==> config.mk <==
export PLATFORM = sky130hd
export DESIGN_NAME = port_block
export DESIGN_NICKNAME = d
export VERILOG_FILES = /design/src/shared/gpio_pkg.sv /design/src/logic/port_block.sv /design/src/logic/port_slice.sv
export SDC_FILE = /design/constraint.sdc
export NUM_CORES = 1
export LEC_CHECK = 0
export BUFFER_PORTS_ARGS = -buffer_cell sky130_fd_sc_hd__buf_2
export CAP_MARGIN = 20
export CORE_AREA = 2 2 164 166
export DETAILED_ROUTE_END_ITERATION = 6
export DIE_AREA = 0 0 166 168
export GPL_ROUTABILITY_DRIVEN = 0
export PLACE_DENSITY = 0.71
export RECOVER_POWER = 25
export SYNTH_ARGS = -nofsm -noshare
export SYNTH_HDL_FRONTEND = slang
export SYNTH_SLANG_ARGS = --single-unit
==> constraint.sdc <==
create_clock -name clk -period 2.3 [get_ports clk]
set_clock_uncertainty 0.2 [all_clocks]
set_input_delay 0.23 -clock clk [delete_from_list [all_inputs] [get_ports clk]]
set_output_delay 0.23 -clock clk [all_outputs]
set_load 0.01 [all_outputs]
==> src/shared/gpio_pkg.sv <==
// constants for the general-purpose port block
package gpio_pkg;
  localparam int PORT_WIDTH         = 8;
  localparam int DIGITAL_PORTS      = 4;
  localparam int SCAN_TDI_BIT       = 7;
  localparam int SCAN_TMS_BIT       = 5;
  localparam int SCAN_TCK_BIT       = 4;
  localparam logic [7:0] SCAN_PULL_MASK = 8'hb0;
  localparam logic [7:0] DIR_RESET  = 8'h00;
  localparam logic [7:0] PULL_RESET = 8'h00;
  localparam logic [7:0] OUT_RESET  = 8'h00;
  // minimum external reset pulse, in ns, and its length in cycles
  localparam int RESET_PULSE_NS     = 2500;
  localparam int CLK_PERIOD_PS      = 4000;
  localparam int RESET_PULSE_CYCLES = (RESET_PULSE_NS * 1000 + CLK_PERIOD_PS - 1) / CLK_PERIOD_PS;
endpackage
==> src/logic/port_block.sv <==
// general-purpose port block: four digital ports and one analogue-shared port
`timescale 1ns/1ps
// How it works
// - every port has eight pins, each separately an input or an output.
// - each pin has its own software pull-up enable.
// - any active reset tri-states all pins on the next clock edge, as the pad controls are registered.
// - an enabled peripheral function overrides the plain port control of a pin.
// - analogue-shared port is a digital port only while the converter is idle.
// - scan interface enabled keeps pull-ups on analogue bits 7, 5, 4, even in reset.
// - reset pin low longer than the minimum pulse resets the device; the filter counts clock cycles.
module port_block
  import gpio_pkg::*;
#(
  parameter int PULSE_CYCLES = RESET_PULSE_CYCLES
) (
  input  wire logic                                 clk,
  input  wire logic                                 reset_n,
  input  wire logic                                 resetPin_n,
  input  wire logic                                 scanEnable,
  input  wire logic                                 converterEnable,
  input  wire logic                                 pullDisable,
  input  wire logic [DIGITAL_PORTS*PORT_WIDTH-1:0]  wrDir,
  input  wire logic [DIGITAL_PORTS*PORT_WIDTH-1:0]  wrOut,
  input  wire logic [DIGITAL_PORTS*PORT_WIDTH-1:0]  wrPull,
  input  wire logic [DIGITAL_PORTS-1:0]             wrEn,
  input  wire logic [PORT_WIDTH-1:0]                analogDir,
  input  wire logic [PORT_WIDTH-1:0]                analogOut,
  input  wire logic [PORT_WIDTH-1:0]                analogPull,
  input  wire logic                                 analogWrEn,
  input  wire logic [DIGITAL_PORTS*PORT_WIDTH-1:0]  altEn,
  input  wire logic [DIGITAL_PORTS*PORT_WIDTH-1:0]  altDir,
  input  wire logic [DIGITAL_PORTS*PORT_WIDTH-1:0]  altOut,
  input  wire logic [DIGITAL_PORTS*PORT_WIDTH-1:0]  digitalPinsIn,
  output logic      [DIGITAL_PORTS*PORT_WIDTH-1:0]  digitalPinsOut,
  output logic      [DIGITAL_PORTS*PORT_WIDTH-1:0]  digitalPinsOe,
  output logic      [DIGITAL_PORTS*PORT_WIDTH-1:0]  digitalPullEn,
  output logic      [DIGITAL_PORTS*PORT_WIDTH-1:0]  digitalPinValue,
  input  wire logic [PORT_WIDTH-1:0]                analog_shared_port_pins_in,
  output logic      [PORT_WIDTH-1:0]                analogPinsOut,
  output logic      [PORT_WIDTH-1:0]                analogPinsOe,
  output logic      [PORT_WIDTH-1:0]                analogPullEn,
  output logic      [PORT_WIDTH-1:0]                analogPinValue,
  output logic                                      inReset
);
  localparam int CW = $clog2(PULSE_CYCLES + 1);

  logic [DIGITAL_PORTS*PORT_WIDTH-1:0] dir;
  logic [DIGITAL_PORTS*PORT_WIDTH-1:0] outVal;
  logic [DIGITAL_PORTS*PORT_WIDTH-1:0] pull;
  logic [PORT_WIDTH-1:0]               aDir;
  logic [PORT_WIDTH-1:0]               aOut;
  logic [PORT_WIDTH-1:0]               aPull;
  logic                                pinSyncA;
  logic                                pinSyncB;
  logic [CW-1:0]                       lowCount;
  logic                                pinReset;
  logic                                scanSyncA;
  logic                                scanSync;
  logic                                convSyncA;
  logic                                convSync;
  logic [PORT_WIDTH-1:0]               scanPull;
  logic [PORT_WIDTH-1:0]               analogBlock;
  logic                                holdReset;
  logic                                cfgReset;

  initial begin
    if (PULSE_CYCLES < 1) $error("reset pulse must last at least one cycle");
  end

  // reset pin qualified by a filter; short glitches do not reset
  always_ff @(posedge clk) begin
    pinSyncA <= resetPin_n;
    pinSyncB <= pinSyncA;
  end

  always_ff @(posedge clk) begin
    if (pinSyncB) begin
      lowCount <= '0;
      pinReset <= 1'b0;
    end else if (lowCount >= CW'(PULSE_CYCLES - 1)) begin
      pinReset <= 1'b1;
    end else begin
      lowCount <= lowCount + CW'(1);
    end
  end

  // the raw pin low also tri-states without the filter, but the registered pad controls float the pads only on a clock edge
  assign holdReset = ~reset_n | pinReset | ~resetPin_n;
  // only a qualified reset clears the configuration; a short glitch merely floats the pads
  assign cfgReset  = ~reset_n | pinReset;

  always_ff @(posedge clk) begin
    inReset <= holdReset;
  end

  always_ff @(posedge clk) begin
    scanSyncA <= scanEnable;
    scanSync  <= scanSyncA;
    convSyncA <= converterEnable;
    convSync  <= convSyncA;
  end

  always_ff @(posedge clk) begin
    if (cfgReset) begin
      dir    <= {DIGITAL_PORTS{DIR_RESET}};
      outVal <= {DIGITAL_PORTS{OUT_RESET}};
      pull   <= {DIGITAL_PORTS{PULL_RESET}};
    end else begin
      for (int p = 0; p < DIGITAL_PORTS; p++) begin
        if (wrEn[p]) begin
          dir[p*PORT_WIDTH +: PORT_WIDTH]    <= wrDir[p*PORT_WIDTH +: PORT_WIDTH];
          outVal[p*PORT_WIDTH +: PORT_WIDTH] <= wrOut[p*PORT_WIDTH +: PORT_WIDTH];
          pull[p*PORT_WIDTH +: PORT_WIDTH]   <= wrPull[p*PORT_WIDTH +: PORT_WIDTH];
        end
      end
    end
  end

  always_ff @(posedge clk) begin
    if (cfgReset) begin
      aDir  <= DIR_RESET;
      aOut  <= OUT_RESET;
      aPull <= PULL_RESET;
    end else if (analogWrEn) begin
      aDir  <= analogDir;
      aOut  <= analogOut;
      aPull <= analogPull;
    end
  end

  // scan pins keep pull-ups regardless of reset; converter blocks digital use
  assign scanPull    = scanSync ? SCAN_PULL_MASK : '0;
  assign analogBlock = convSync ? '1 : (scanSync ? SCAN_PULL_MASK : '0);

  logic [DIGITAL_PORTS*PORT_WIDTH-1:0] dOut;
  logic [DIGITAL_PORTS*PORT_WIDTH-1:0] dOe;
  logic [DIGITAL_PORTS*PORT_WIDTH-1:0] dPull;
  logic [PORT_WIDTH-1:0]               fOut;
  logic [PORT_WIDTH-1:0]               fOe;
  logic [PORT_WIDTH-1:0]               fPull;

  for (genvar g = 0; g < DIGITAL_PORTS; g++) begin : g_port
    port_slice #(.WIDTH(PORT_WIDTH)) u_port (
      .clk         (clk),
      .inReset     (holdReset),
      .swDir       (dir[g*PORT_WIDTH +: PORT_WIDTH]),
      .swOut       (outVal[g*PORT_WIDTH +: PORT_WIDTH]),
      .swPull      (pull[g*PORT_WIDTH +: PORT_WIDTH]),
      .pullDisable (pullDisable),
      .altEn       (altEn[g*PORT_WIDTH +: PORT_WIDTH]),
      .altDir      (altDir[g*PORT_WIDTH +: PORT_WIDTH]),
      .altOut      (altOut[g*PORT_WIDTH +: PORT_WIDTH]),
      .blockMask   ('0),
      .forcePull   ('0),
      .padIn       (digitalPinsIn[g*PORT_WIDTH +: PORT_WIDTH]),
      .padOut      (dOut[g*PORT_WIDTH +: PORT_WIDTH]),
      .padOe       (dOe[g*PORT_WIDTH +: PORT_WIDTH]),
      .pullEn      (dPull[g*PORT_WIDTH +: PORT_WIDTH]),
      .pinValue    (digitalPinValue[g*PORT_WIDTH +: PORT_WIDTH])
    );
  end

  port_slice #(.WIDTH(PORT_WIDTH)) u_analog (
    .clk         (clk),
    .inReset     (holdReset),
    .swDir       (aDir),
    .swOut       (aOut),
    .swPull      (aPull),
    .pullDisable (pullDisable),
    .altEn       ('0),
    .altDir      ('0),
    .altOut      ('0),
    .blockMask   (analogBlock),
    .forcePull   (scanPull),
    .padIn       (analog_shared_port_pins_in),
    .padOut      (fOut),
    .padOe       (fOe),
    .pullEn      (fPull),
    .pinValue    (analogPinValue)
  );

  // registered pad controls: one cycle behind, trade for clean flop outputs
  always_ff @(posedge clk) begin
    digitalPinsOut <= dOut;
    digitalPinsOe  <= dOe;
    digitalPullEn  <= dPull;
    analogPinsOut  <= fOut;
    analogPinsOe   <= fOe;
    analogPullEn   <= fPull;
  end
endmodule

==> src/logic/port_slice.sv <==
// one 8-bit bidirectional port with pull-up, override and tri-state on reset
`timescale 1ns/1ps
module port_slice
  import gpio_pkg::*;
#(
  parameter int WIDTH = PORT_WIDTH
) (
  input  wire logic             clk,
  input  wire logic             inReset,
  input  wire logic [WIDTH-1:0] swDir,
  input  wire logic [WIDTH-1:0] swOut,
  input  wire logic [WIDTH-1:0] swPull,
  input  wire logic             pullDisable,
  input  wire logic [WIDTH-1:0] altEn,
  input  wire logic [WIDTH-1:0] altDir,
  input  wire logic [WIDTH-1:0] altOut,
  input  wire logic [WIDTH-1:0] blockMask,
  input  wire logic [WIDTH-1:0] forcePull,
  input  wire logic [WIDTH-1:0] padIn,
  output logic      [WIDTH-1:0] padOut,
  output logic      [WIDTH-1:0] padOe,
  output logic      [WIDTH-1:0] pullEn,
  output logic      [WIDTH-1:0] pinValue
);
  logic [WIDTH-1:0] syncA;
  logic [WIDTH-1:0] syncB;
  logic [WIDTH-1:0] next_oe;
  logic [WIDTH-1:0] next_out;

  initial begin
    if (WIDTH < 1) $error("port width must be positive");
  end

  always_comb begin
    next_oe  = (altEn & altDir) | (~altEn & swDir);
    next_oe  = next_oe & ~blockMask;
    next_out = (altEn & altOut) | (~altEn & swOut);
  end

  // enables other than forced pull-ups drop straight from the reset level, no clock edge needed
  always_comb begin
    padOe  = inReset ? '0 : next_oe;
    padOut = inReset ? '0 : next_out;
    pullEn = (inReset ? '0 : (swPull & ~next_oe & ~blockMask
             & {WIDTH{~pullDisable}})) | forcePull;
  end

  always_ff @(posedge clk) begin
    syncA    <= padIn;
    syncB    <= syncA;
    pinValue <= syncB;
  end
endmodule

==> qor.yml <==
run_status:
  outcome: "finished, final reports clean"
sta:
  slew_headroom: 0.475
  worst_pin_slew_ns: 0.787
  tns_ns: 0
  fin_crit_sh: 0.841
  hold_viol_final: 0
  setup_viol: 0
  fmax_mhz: 517
  setup_ws_ns: 0.367
  period_needed_ns: 1.93
  finalMaxSlewViolations: 0
  rsz0062_at_grt: "no"
critical_path:
  r2r_slack_ns: 0.51
  end_kind: "register"
  start_kind: "input port"
  cp_top_family: "simple AND/OR/NAND/NOR gates"
  crit_chain: "dlygate4sd3_1 -> clkbuf_1 -> nand2_1 -> or4_1 -> nor3b_1"
  slowest_delay_ns: 0.58
  crit_buf_inv: 2
  path_depth: 5
  worstPathRequired_ns: 2.51
  reg2reg_depth: 4
  crit_type: "in2reg"
  slowest_stage: "or4_1"
  critPathArrivalTime_ns: 2.15
  crit_path_max_fanout: 11
die:
  die_x_um: 166
  row_count: 60
  die_area_um2: 27900
  initial_core_util: 0.418
  core_area_um2: 26400
  die_height_um: 168
  boundaryPins: 428
layout:
  drive_above_1_share: 0.297
  nets: 1901
  instances_no_fill: 2005
  final_common_cell: "buf_2"
  area_growth_syn_to_layout_pct: 60.8
  final_cell_mix: "buf_2, dfxtp_1, dlygate4sd3_1, nor2_1, mux2i_1"
placement:
  portBuffers: 427
  dpl.hpwl_um: 20500
  place_ws_ns: 0.548
  dp_cells: 1640
yosys:
  synth_top_cell_by_area: "dfxtp_1"
  synth.distinct_cells: 29
  synth-seq-cells: 378
  netlist_instances: 904
  synth_edf_count: 0
  syn_avg_cell_area_um2: 12.2
  synth_area_um2: 11000
  ys_seq_area_frac: 0.687
  synth_top_area_frac: 0.687
  synthArstFlopShare: 0
  syn_nets: 1173
  synth_area_leaders: "dfxtp_1, mux2i_1, nor2_1"
  yosys_warnings: 0
  synthFlopType: "dfxtp_1"
drt:
  wl_um: 35800
  first_iter_violations: 452
  firstDrtPassIters: 5
  dr_total_vias: 9477
  via_per_inst: 4.73
  ant_nets: 0
  drc: 0
  wl_per_cell_um: 17.8
grt:
  grt_start_max_net_pins: 45
  antenna_found_initial: 4
  grt_pass1_vias: 10100
  grt.overflow.total: 0
  grt_pass1_wl_um: 54000
  grt_usage: 0.246
run:
  drv_cap: 0
clocking:
  post_cts_resized: 0
  cts_tree: "yes"
  cts_buffers: 38
  clockRootBuffer: "clkbuf_16"
  clk_latency_ns: 0.51
  cts_setup_buffers: 0
  clk_pin_slew_worst_paths_ns: 0.06
  ctsLongestPathBuffers: 3
  h-tree-depth: 2
  cts.sinks: 378
  ctsHoldBuffers: 293
power:
  power.leakage_uw: 0.00856
  p_per_area_nw_per_um2: 826
  vdd_ir_drop_max_v: 0.000762
min_path:
  hold_depth: 3
  hp-class: "in2reg"
## power breakdown
part / internal (uW) / switching, uW
Combinational: 805 / 594
Clock: 3740 / 2500
Sequential: 6860 / 132
Total: 11400 / 3220
## final cells by class
type | count | area [um^2]
clock buffer | 56 | 1160
antenna | 3 | 7.51
fill | 1755 | 8630
clock inverter | 13 | 128
tap | 341 | 427
timing repair buffer | 728 | 5140
sequential | 378 | 7570
multi-input combinational | 479 | 3260
inverter | 7 | 26.3
## routing by layer
| layer | global-route usage | part of all wire |
|---|---|---|
| met1 | 0.255 | 0.36 |
| met2 | 0.465 | 0.53 |
| met3 | 0.0548 | 0.064 |
| met4 | 0.123 | 0.046 |
| met5 | 0 | 0.00045 |
## Yosys cell counts (all sizes together) (2+ instances only)
cell and instances:
dfxtp 378, nor2 190, mux2i 184, and3 40, buf 23, clkbuf 17, a21oi 9, and2 8
inv 7, nand3 5, nor3b 5, mux2 4, nand2 4, nor2b 4, a31o 3, o21ai 3
o31ai 3, or4 3, ha 2, nand4 2, nor3 2, nor4 2
## per-stage QoR
step | total power, uW | utilization | hold slack [ns] | instance area, um^2
5_1_grt | 15100 | 0.672 | 0.0344 | 17700
3_3_place_gp | 7980 | 0.512 | 0.110 | 13500
2_1_floorplan | 7530 | - | 0.0577 | 11000
3_5_place_dp | 8020 | 0.512 | 0.112 | 13500
6_report | 14600 | 0.672 | 0.0441 | 17700
4_1_cts | 14700 | 0.673 | 0.0193 | 17700
## registers in the layout, summed over array words and instances, names as in the netlist, 8 cells and up
name and cells:
digitalPullEn 32, g_port.u_port.syncB 32, aDir 8, aOut 8, analogPullEn 8, digitalPinsOe 32, aPull 8, digitalPinsOut 32
outVal 32, u_analog.syncA 8, u_analog.syncB 8, analogPinsOut 8, analogPinsOe 8, dir 32, pull 32, lowCount 10
g_port.u_port.pinValue 32, u_analog.pinValue 8, g_port.u_port.syncA 32
## logic make-up (layout without fill, tap and decap cells)
kind of cell,count (synthesis),in the layout,share of synthesized area
AND/OR/NAND/NOR,267,267,0.108
other,0,3,0
buffers and inverters,47,804,0.0183
flip-flops,378,378,0.687
adder cells (fa/ha/maj),2,2,0.00227
AO/OA/AOI/OAI,22,22,0.0134
multiplexers,188,188,0.171
## tightest hold or removal path, stage by stage
cell and delay, ns:
buf_2 0.16, mux2i_1 0.13, and3_1 0.18
## final timing paths
path,startpoint,end
worst max-delay path,resetPin_n,analogPullEn[1]
worst min-delay path,altEn[0],digitalPullEn[0]
worst max register to register,pinReset,digitalPinsOut[11]
worst min register to register,g_port[1].u_port.syncB[1],g_port[1].u_port.pinValue[1]
No activity file was read; power rests on OpenSTA's default activity.
